==> src/rtl/pwmefc_pkg.sv <==
// package: register map, field positions and reset values of the pwm flag/clock block
package pwmefc_pkg;
  localparam logic [7:0] OFS_FLAGS     = 8'h00;
  localparam logic [7:0] OFS_CLKCTRL   = 8'h04;
  localparam logic [7:0] OFS_ENABLE    = 8'h08;
  localparam logic [7:0] OFS_INTEN     = 8'h0c;
  localparam logic [7:0] OFS_STATUS    = 8'h10;
  localparam int         FLAG_PERIOD   = 0;
  localparam int         FLAG_DUTY     = 1;
  localparam int         FLAG_PHASE    = 2;
  localparam int         FLAG_OFFSET   = 3;
  localparam int         NUM_FLAGS     = 4;
  localparam int         PS_LSB        = 4;
  localparam int         PS_MSB        = 6;
  localparam int         CS_LSB        = 0;
  localparam int         CS_MSB        = 1;
  localparam logic [3:0] FLAGS_RESET   = 4'h0;
  localparam logic [2:0] PS_RESET      = 3'h0;
  localparam logic [1:0] CS_RESET      = 2'h0;
  localparam logic [1:0] CS_SYSCLK     = 2'h0;
  localparam logic [1:0] CS_FASTOSC    = 2'h1;
  localparam logic [1:0] CS_SLOWOSC    = 2'h2;
  localparam logic [1:0] CS_RESERVED   = 2'h3;
  localparam int         PRESCALE_BITS = 7;
endpackage

==> src/rtl/pwmefc_prescaler.sv <==
// prescaler: divides the selected source ticks by 2^code
`timescale 1ns/1ps
module pwmefc_prescaler #(
  parameter int WIDTH = pwmefc_pkg::PRESCALE_BITS
) (
  input  wire logic             clk_sys,
  input  wire logic             sys_rst,
  input  wire logic             enable,
  input  wire logic             srcTick,
  input  wire logic [2:0]       divideSelect,
  output logic                  divTick
);
  logic [WIDTH-1:0] count;
  logic [WIDTH-1:0] next_count;
  logic             next_divTick;
  logic [WIDTH-1:0] wrapMask;

  always_comb begin
    wrapMask     = WIDTH'((8'h01 << divideSelect) - 8'h01);
    next_count   = count;
    next_divTick = 1'b0;
    if (!enable) begin
      next_count = '0;
    end else if (srcTick) begin
      if ((count & wrapMask) == wrapMask) begin
        next_count   = '0;
        next_divTick = 1'b1;
      end else begin
        next_count = count + WIDTH'(1);
      end
    end
  end

  always_ff @(posedge clk_sys or posedge sys_rst) begin
    if (sys_rst) begin
      count   <= '0;
      divTick <= 1'b0;
    end else begin
      count   <= next_count;
      divTick <= next_divTick;
    end
  end
endmodule // pwmefc_prescaler

==> src/rtl/pwmefc_top.sv <==
// pwm match-event flags and module clock select/prescale, ahb-lite slave
// Behaviour
// four match flags, bits 3..0, upper zero
// software reads/writes flags; hardware only sets
// disabled module holds all flags cleared
// prescale code divides source by 2^code
// source select: system, fast, slow, reserved
// chosen internal oscillator kept running in sleep
// flags set on match rising edge only
// module runs in sleep on internal oscillators
// four interrupt requests, flag and enable
// prescaler held at zero while disabled
`timescale 1ns/1ps
module pwmefc_top (
  input  wire logic        clk_sys,
  input  wire logic        sys_rst,
  input  wire logic        hsel,
  input  wire logic [31:0] haddr,
  input  wire logic [1:0]  htrans,
  input  wire logic        hwrite,
  input  wire logic [2:0]  hsize,
  input  wire logic [31:0] hwdata,
  input  wire logic        hready,
  output logic             hreadyout,
  output logic             hresp,
  output logic [31:0]      hrdata,
  input  wire logic        offsetMatch,
  input  wire logic        phaseMatch,
  input  wire logic        dutyMatch,
  input  wire logic        periodMatch,
  input  wire logic        sleepActive,
  input  wire logic        fastOscTick,
  input  wire logic        slowOscTick,
  output logic             moduleEnable,
  output logic             fastOscKeepOn,
  output logic             slowOscKeepOn,
  output logic             moduleTick,
  output logic [3:0]       matchIrq
);
  logic [3:0]  match_event_flags;
  logic [2:0]  prescale_divide_select;
  logic [1:0]  clockSource;
  logic [3:0]  irqEnable;
  logic [3:0]  matchPrev;
  logic        wrPending;
  logic [7:0]  wrAddr;
  logic [3:0]  next_flags;
  logic [2:0]  next_ps;
  logic [1:0]  next_cs;
  logic        next_enable;
  logic [3:0]  next_irqEnable;
  logic        next_wrPending;
  logic [7:0]  next_wrAddr;
  logic [31:0] next_hrdata;
  logic [3:0]  matchNow;
  logic [3:0]  matchRise;
  logic        srcTick;
  logic        addrPhase;

  assign hreadyout = 1'b1;
  assign hresp     = 1'b0;
  assign addrPhase = hsel && hready && htrans[1];
  assign matchNow  = {offsetMatch, phaseMatch, dutyMatch, periodMatch};
  assign matchRise = matchNow & ~matchPrev;

  // system clock stops in sleep, internal oscillators do not
  always_comb begin
    unique case (clockSource)
      pwmefc_pkg::CS_SYSCLK:  srcTick = !sleepActive;
      pwmefc_pkg::CS_FASTOSC: srcTick = fastOscTick;
      pwmefc_pkg::CS_SLOWOSC: srcTick = slowOscTick;
      default:                srcTick = 1'b0;
    endcase
  end
  assign fastOscKeepOn = moduleEnable && (clockSource == pwmefc_pkg::CS_FASTOSC);
  assign slowOscKeepOn = moduleEnable && (clockSource == pwmefc_pkg::CS_SLOWOSC);

  pwmefc_prescaler #(
    .WIDTH(pwmefc_pkg::PRESCALE_BITS)
  ) u_pwmefc_prescaler (
    .clk_sys      (clk_sys),
    .sys_rst      (sys_rst),
    .enable       (moduleEnable),
    .srcTick      (srcTick),
    .divideSelect (prescale_divide_select),
    .divTick      (moduleTick)
  );

  always_comb begin
    next_wrPending = addrPhase && hwrite;
    next_wrAddr    = addrPhase ? haddr[7:0] : wrAddr;
    next_flags     = match_event_flags;
    next_ps        = prescale_divide_select;
    next_cs        = clockSource;
    next_enable    = moduleEnable;
    next_irqEnable = irqEnable;
    next_hrdata    = hrdata;
    if (wrPending) begin
      unique case (wrAddr)
        pwmefc_pkg::OFS_FLAGS:   next_flags = hwdata[3:0];
        pwmefc_pkg::OFS_CLKCTRL: begin
          next_ps = hwdata[pwmefc_pkg::PS_MSB:pwmefc_pkg::PS_LSB];
          next_cs = hwdata[pwmefc_pkg::CS_MSB:pwmefc_pkg::CS_LSB];
        end
        pwmefc_pkg::OFS_ENABLE:  next_enable = hwdata[0];
        pwmefc_pkg::OFS_INTEN:   next_irqEnable = hwdata[3:0];
        default:                 next_enable = moduleEnable;
      endcase
    end
    // a match edge in the cycle of a software clear must not be lost
    next_flags = next_flags | matchRise; // see R2, hardware set wins over a write
    if (!next_enable) begin
      next_flags = pwmefc_pkg::FLAGS_RESET;
    end
    if (addrPhase && !hwrite) begin
      unique case (haddr[7:0])
        pwmefc_pkg::OFS_FLAGS:   next_hrdata = {28'h0, match_event_flags};
        pwmefc_pkg::OFS_CLKCTRL: next_hrdata = {25'h0, prescale_divide_select, 2'h0,
                                                clockSource};
        pwmefc_pkg::OFS_ENABLE:  next_hrdata = {31'h0, moduleEnable};
        pwmefc_pkg::OFS_INTEN:   next_hrdata = {28'h0, irqEnable};
        pwmefc_pkg::OFS_STATUS:  next_hrdata = {28'h0, matchIrq};
        default:                 next_hrdata = 32'h0;
      endcase
    end
  end

  always_ff @(posedge clk_sys or posedge sys_rst) begin
    if (sys_rst) begin
      match_event_flags      <= pwmefc_pkg::FLAGS_RESET;
      prescale_divide_select <= pwmefc_pkg::PS_RESET;
      clockSource            <= pwmefc_pkg::CS_RESET;
      moduleEnable           <= 1'b0;
      irqEnable              <= 4'h0;
      matchPrev              <= 4'h0;
      wrPending              <= 1'b0;
      wrAddr                 <= 8'h00;
      hrdata                 <= 32'h0;
    end else begin
      match_event_flags      <= next_flags;
      prescale_divide_select <= next_ps;
      clockSource            <= next_cs;
      moduleEnable           <= next_enable;
      irqEnable              <= next_irqEnable;
      matchPrev              <= matchNow;
      wrPending              <= next_wrPending;
      wrAddr                 <= next_wrAddr;
      hrdata                 <= next_hrdata;
    end
  end

  assign matchIrq = match_event_flags & irqEnable;
endmodule // pwmefc_top

==> config.mk <==
export PLATFORM = sky130hd
export DESIGN_NAME = pwmefc_top
export DESIGN_NICKNAME = d
export VERILOG_FILES = /design/src/rtl/pwmefc_pkg.sv /design/src/rtl/pwmefc_prescaler.sv /design/src/rtl/pwmefc_top.sv
export SDC_FILE = /design/constraint.sdc
export NUM_CORES = 1
export LEC_CHECK = 0
export BUFFER_PORTS_ARGS = -buffer_cell sky130_fd_sc_hd__buf_4
export CAP_MARGIN = 40
export CELL_PAD_IN_SITES_DETAIL_PLACEMENT = 1
export CELL_PAD_IN_SITES_GLOBAL_PLACEMENT = 1
export CORE_MARGIN = 3
export CORE_UTILIZATION = 29
export CTS_BUF_LIST = sky130_fd_sc_hd__clkbuf_16
export CTS_CLUSTER_DIAMETER = 100
export DETAILED_ROUTE_END_ITERATION = 6
export GPL_TIMING_DRIVEN = 0
export PLACE_DENSITY_LB_ADDON = 0.08
export REMOVE_ABC_BUFFERS = 1
export SLEW_MARGIN = 20
export SYNTH_ARGS = -nofsm -noshare
export SYNTH_HDL_FRONTEND = slang
export SYNTH_SLANG_ARGS = --single-unit
==> constraint.sdc <==
create_clock -name clk_sys -period 2.9 [get_ports clk_sys]
set_input_delay 0.435 -clock clk_sys [delete_from_list [all_inputs] [get_ports clk_sys]]
set_output_delay 0.435 -clock clk_sys [all_outputs]
set_load 0.01 [all_outputs]
==> impl_metrics.py, run 1 <==
metrics = {
    "sta": {
        "fmax_mhz": 383,
        "fin_crit_ns": 2.61,
        "drv_slew": 0,
        "rsz0062_at_grt": "no",
        "hold_viol": 0,
        "finalSetupViolations": 0,
        "timing.final.crit_share": 0.901,
        "maxSlewHeadroom": 0.580,
        "worstMarginPinSlew_ns": 0.629,
        "finalSetupTns_ns": 0,
        "fin_worst_skew_ns": 0.00478,
    },
    "yosys": {
        "ys_async_sr_fraction": 1.00,
        "synth_edf_count": 0,
        "yosys_warnings": 0,
        "ys_seq_area_frac": 0.456,
        "syn_area_um2": 2310,
        "synthCells": 224,
        "yosys.cell_types.count": 45,
        "ys_ff_latch": 42,
        "avgSynthCellArea_um2": 10.3,
        "ys.flop_type": "dfrtp_1",
    },
    "cts": {
        "cts_resized": 0,
        "clk_pin_slew_ns": 0.06,
        "clk_path_buf_depth": 2,
        "insertion_delay_ns": 0.28,
        "clockRootBuffer": "clkbuf_16",
        "postCtsSetupBuffers": 0,
        "ctsHoldBuffers": 0,
        "cts_buffers": 5,
        "cts_tree": "done",
        "h-tree-depth": 2,
        "cts_sinks": 42,
    },
    "grt": {
        "antenna_found_initial": 0,
        "grt_max_degree": 33,
        "first_global_vias": 1726,
        "grt_pass1_wl_mm": 9.01,
        "grt_usage": 0.129,
        "grt_overflow": 0,
    },
    "floorplan": {
        "dieArea_um2": 9060,
        "start_util": 0.308,
        "rows": 31,
        "ios": 123,
        "die_w_um": 95.2,
        "core_um2": 7490,
        "die_y_um": 95.2,
    },
    "route": {
        "num_vias": 1704,
        "drc": 0,
        "drt-vias-per-instance": 4.62,
        "detail_route.wl_per_cell_um": 15.4,
        "routed_wl_mm": 5.69,
        "drtIter0Drc": 42,
        "first_pass_iters": 3,
        "ant_nets": 0,
    },
    "run": {
        "cap_violations": 0,
    },
    "setup_path": {
        "cp_data_required_time_ns": 3.09,
        "crit_top_cell": "a211oi_1",
        "worst_path_max_delay_cell": "a2111oi_2",
        "crit_buf_inv": 0,
        "cp-start-kind": "register",
        "crit_path_end_kind": "register",
        "cp_top_family": "compound AO/OA/AOI/OAI gates",
        "crit_path_max_fanout": 12,
        "crit_chain": "or3_1 > ha_1 > nand2b_1 > a211oi_1 > a2111oi_2 > nor2_1 > a211oi_1",
        "cpPeakStageDelay_ns": 0.64,
        "worstPathArrival_ns": 2.80,
        "worst-setup-path-type": "register to register",
    },
    "layout": {
        "diodes": 0,
        "multiInputGateArea_um2": 1090,
        "nNetsFinal": 352,
        "ff_latch_area_um2": 1050,
        "drive_gt1_frac": 0.289,
        "n_fill_cell": 858,
        "syn_to_final_growth_pct": 22.0,
    },
    "placement": {
        "dp.final_hpwl_mm": 4.29,
        "gp_congestion": 0.763,
        "port-buffer-count": 42,
    },
    "worst_hold_path": {
        "hold_path_class": "primary input to async pin",
    },
    "power": {
        "power_leakage_nw": 1.28,
        "power.total_w": 0.00150,
        "ir_worst_vdd_mv": 0.285,
        "p_per_area_nw_per_um2": 532,
    },
    "outcome": {
        "status": "completed",
    },
}
==> sequential cells by signal, indices dropped and copies added, names as in the netlist, 2 cells and up <==
name / cells
irqEnable: 4
match_event_flags: 4
clockSource: 2
matchPrev: 4
prescale_divide_select: 3
wrAddr: 8
u_pwmefc_prescaler.count: 7
hrdata: 7
==> logic make-up after synthesis <==
kind of cell / count (synthesis) / synth area share
compound gates: 41 / 0.124
xor+xnor: 4 / 0.0152
fa+ha+maj: 2 / 0.0108
buf+inv: 41 / 0.111
flops: 42 / 0.456
mux: 22 / 0.104
other cells: 2 / 0.00326
simple gates: 70 / 0.176
==> placed cells by master, fill, tap and decap left out, types with 2 or more instances in the layout <==
cell type	n
a211oi_1	7
clkbuf_16	5
and2_1	4
a22o_1	2
or2_2	2
nor4_1	3
mux2i_1	6
a32oi_1	3
inv_1	9
nor2b_1	2
nand3b_1	3
nand3_1	8
nand2_1	20
and3_1	2
ha_1	2
o21ai_0	6
dfrtp_1	42
conb_1	27
a31o_2	2
a31oi_1	2
nor3_1	2
o2bb2ai_1	2
buf_4	42
xnor2_1	3
o22ai_1	2
nand2b_1	7
mux2_2	16
nor2_1	8
a21oi_1	9
==> cell type report <==
class	instances	share of cell area
Clock inverter	3	0.0147
Timing Repair Buffer	45	0.123
Inverter	9	0.0120
Tap cell	99	0.0440
Sequential cell	42	0.373
Clock buffer	5	0.0444
Multi-Input combinational cell	166	0.389
==> stage by stage <==
stage	worst slack [ns]	util	cell area, um2	std cells	hold slack [ns]
final	0.286	0.376	2820	369	0.0917
after global routing	0.106	0.376	2820	369	0.119
after CTS	0.264	0.375	2810	368	0.103
after detailed placement	0.264	0.353	2640	360	0.405
after global placement	0.379	0.350	2620	358	0.463
after floorplan	0.701	-	2180	217	0.466
==> synthesized netlist by cell type, drive strengths merged (2+ instances only) <==
master	n	area, um2
o21ai	6	30.0
o22ai	2	12.5
ha	2	25.0
conb	2	7.51
nor4	4	40.0
or2	2	12.5
and3	2	12.5
o2bb2ai	2	17.5
inv	9	33.8
buf	27	203
a211oi	7	52.6
nor3	2	10.0
nand2	20	75.1
nand3b	3	22.5
nand2b	7	43.8
mux2	16	180
mux2i	6	60.1
clkbuf	5	18.8
nor2b	2	12.5
a31oi	2	12.5
a21oi	9	45.0
nor2	8	30.0
a22o	2	17.5
nand3	8	40.0
and2	4	25.0
dfrtp	42	1050
a32oi	3	26.3
a31o	2	17.5
xnor2	3	26.3
==> worst paths after layout <==
path / startpoint / endpoint / slack [ns] / depth (start not counted)
max reg2reg: prescale_divide_select[2]$_DFFE_PP0P_ / u_pwmefc_prescaler.count[6]$_DFFE_PP0P_ / 0.29 / 7
min: sys_rst / prescale_divide_select[2]$_DFFE_PP0P_ / 0.09 / 2
max: prescale_divide_select[2]$_DFFE_PP0P_ / u_pwmefc_prescaler.count[6]$_DFFE_PP0P_ / 0.29 / 7
max in group asynchronous: sys_rst / wrAddr[2]$_DFFE_PP0P_ / 2.35 / 3
min reg2reg: hrdata[4]$_DFFE_PP0P_ / hrdata[4]$_DFFE_PP0P_ / 0.47 / 2
min in group clk_sys: dutyMatch / matchPrev[1]$_DFF_PP0_ / 0.26 / 1
==> per-layer routing <==
metal / vias to the layer above / GRT usage / routed length [um] / share of wire
li1: 830 / - / - / -
met1: 820 / 0.178 / 2800 / 0.49
met2: 49 / 0.206 / 2530 / 0.44
met3: 5 / 0.0229 / 289 / 0.051
met4: 0 / 0.0409 / 69 / 0.012
met5: - / 0 / 0 / 0
==> power by group <==
| part | internal [W] | leakage (nW) | total (W) | switching, W |
|---|---|---|---|---|
| clock | 0.000403 | 0.0812 | 0.000638 | 0.000235 |
| sequential | 0.000626 | 0.533 | 0.000674 | 0.0000481 |
| combinational | 0.0000873 | 0.666 | 0.000185 | 0.0000972 |
(Power assumes the default switching activity.)
==> run 2, diff against run 1 <==
- REMOVE_ABC_BUFFERS: 1 -> not set
==> run 2 against run 1 <==
Critical path depth grew 1. Cell count grew 8.4%. Power shrank 5.2%. Utilization grew 2.8 points. Count of clock-buffer cells in the layout is the same. Flip-flop and latch count is the same. Register-to-register slack lost 0.03 ns. Clock skew shrank 0.0019 ns.
==> impl_metrics.py, run 2 (same netlist as run 1, synthesis figures left out) <==
metrics = {
    "sta": {
        "fmax_mhz": 378,
        "drv_slew": 0,
        "holdWs_ns": 0.204,
        "timing.final.crit_share": 0.913,
        "worstMarginPinSlew_ns": 0.811,
        "fin_worst_skew_ns": 0.00287,
        "maxSlewHeadroom": 0.452,
        "hold_viol": 0,
        "finalSetupViolations": 0,
        "finalSetupTns_ns": 0,
        "rsz0062_at_grt": "no",
        "fin_crit_ns": 2.65,
    },
    "placement": {
        "place_area_um2": 2870,
        "dp.final_hpwl_mm": 4.39,
        "port-buffer-count": 42,
        "gp_congestion": 0.733,
    },
    "floorplan": {
        "dieArea_um2": 9060,
        "rows": 31,
        "die_y_um": 95.2,
        "ios": 123,
        "start_util": 0.308,
        "core_um2": 7490,
        "die_w_um": 95.2,
    },
    "layout": {
        "multiInputGateArea_um2": 1110,
        "final_core_util": 0.404,
        "regMostFlops": "wrAddr",
        "diodes": 0,
        "fin_area_um2": 3020,
        "final_common_cell": "buf_4",
        "largestRegisters": "wrAddr x8, hrdata x7, u_pwmefc_prescaler.count x7",
        "largest_reg_flops": 8,
        "ff_latch_area_um2": 1050,
        "drive_gt1_frac": 0.342,
        "nNetsFinal": 383,
        "final_cell_mix": "buf_4, dfrtp_1, conb_1",
        "syn_to_final_growth_pct": 31.0,
        "n_fill_cell": 896,
    },
    "power": {
        "combPwrFrac": 0.158,
        "p_per_area_nw_per_um2": 469,
        "power_leakage_nw": 1.42,
        "ir_worst_vdd_mv": 0.182,
        "intPower_w": 0.00105,
        "switching_share": 0.258,
        "seqPwrFrac": 0.470,
        "power_frac_clock": 0.373,
        "netSwitchingPower_w": 0.000367,
    },
    "cts": {
        "cts_buffers": 5,
        "cts_sinks": 42,
        "clk_path_buf_depth": 2,
        "postCtsSetupBuffers": 0,
        "clk_pin_slew_ns": 0.06,
        "insertion_delay_ns": 0.28,
        "cts_resized": 0,
        "h-tree-depth": 2,
        "cts_tree": "done",
        "clockRootBuffer": "clkbuf_16",
        "ctsHoldBuffers": 0,
    },
    "setup_path": {
        "reg2reg_from": "prescale_divide_select[2]$_DFFE_PP0P_",
        "crit_buf_inv": 1,
        "timing.rr.end": "u_pwmefc_prescaler.count[3]$_DFFE_PP0P_",
        "worstPathArrival_ns": 2.83,
        "worst-setup-path-type": "register to register",
        "crit_path_max_fanout": 10,
        "crit_chain": "clkbuf_1 > or3_1 > ha_1 > or4bb_1 > a31oi_1 > a211o_1 > nor2_1 > a211oi_1",
        "worst_path_max_delay_cell": "or4bb_1",
        "cp_data_required_time_ns": 3.08,
        "reg2reg_depth": 8,
        "cp_top_family": "simple AND/OR/NAND/NOR gates",
        "crit_path_end_kind": "register",
        "cpPeakStageDelay_ns": 0.49,
        "cp-start-kind": "register",
        "r2r_slack_ns": 0.25,
    },
    "grt": {
        "grt_max_degree": 23,
        "first_global_vias": 1841,
        "grt_pass1_wl_mm": 9.07,
        "grt_overflow": 0,
        "antenna_found_initial": 0,
        "grt_usage": 0.130,
    },
    "worst_hold_path": {
        "hold_path_class": "primary input to async pin",
    },
    "route": {
        "routed_wl_mm": 5.66,
        "drtIter0Drc": 136,
        "drc": 0,
        "drt-vias-per-instance": 4.66,
        "detail_route.wl_per_cell_um": 14.2,
        "ant_nets": 0,
        "first_pass_iters": 4,
        "num_vias": 1865,
    },
    "run": {
        "cap_violations": 0,
    },
    "outcome": {
        "status": "completed",
    },
}
-- run 2: changes by cell type in the layout (fill, tap and decap cells not counted), sizes merged --
| cell | change |
|---|---|
| clkinv | +2 |
| buf | +27 |
| clkinvlp | -1 |
| clkbuf | +4 |
| bufinv | -1 |
-- run 2: power by group through the flow --
stage / logic, W / registers (W) / clock network, W
floorplan: 0.000147 / 0.000666 / 0
global placement: 0.000213 / 0.000675 / 0
detailed placement: 0.000222 / 0.000677 / 0
CTS: 0.000223 / 0.000666 / 0.000556
global route: 0.000251 / 0.000672 / 0.000584
finish: 0.000224 / 0.000666 / 0.000529
-- run 2: worst max-delay path by stage --
stage,startpoint,end,slack [ns],cells after the start
final,prescale_divide_select[2]$_DFFE_PP0P_,u_pwmefc_prescaler.count[3]$_DFFE_PP0P_,0.25,8
after global routing,prescale_divide_select[2]$_DFFE_PP0P_,u_pwmefc_prescaler.count[3]$_DFFE_PP0P_,0.04,9
after detailed placement,prescale_divide_select[2]$_DFFE_PP0P_,u_pwmefc_prescaler.count[3]$_DFFE_PP0P_,0.23,8
after floorplan,prescale_divide_select[2]$_DFFE_PP0P_,u_pwmefc_prescaler.count[2]$_DFFE_PP0P_,0.62,8
after CTS,prescale_divide_select[2]$_DFFE_PP0P_,u_pwmefc_prescaler.count[3]$_DFFE_PP0P_,0.19,8
after global placement,prescale_divide_select[2]$_DFFE_PP0P_,u_pwmefc_prescaler.count[3]$_DFFE_PP0P_,0.24,8
-- run 2: stage by stage --
step	instances	power (W)	setup WS (ns)
after global placement	390	0.000888	0.244
after floorplan	249	0.000813	0.617
after CTS	400	0.00145	0.195
final	400	0.00142	0.252
after detailed placement	392	0.000899	0.230
after global routing	400	0.00151	0.0380
-- run 2: layer usage --
metal,track usage,vias up,routed length (um)
met3,0.0308,4,426
li1,-,888,-
met5,0,-,0
met1,0.179,909,2710
met2,0.202,64,2470
met4,0.0397,0,54
-- run 2: worst reg2reg max path: stages (launching register included) --
cell and delay, ns:
dfrtp_1 0.38, clkbuf_1 0.21, or3_1 0.42, ha_1 0.27, or4bb_1 0.49, a31oi_1 0.18
a211o_1 0.22, nor2_1 0.12, a211oi_1 0.25
-- run 2: layout make-up --
type	instances	area share
multi-input combinational	166	0.366
sequential	42	0.348
timing repair buffer	44	0.115
buffer	32	0.0733
clock buffer	5	0.0414
tap	99	0.0410
inverter	9	0.0112
clock inverter	3	0.00414
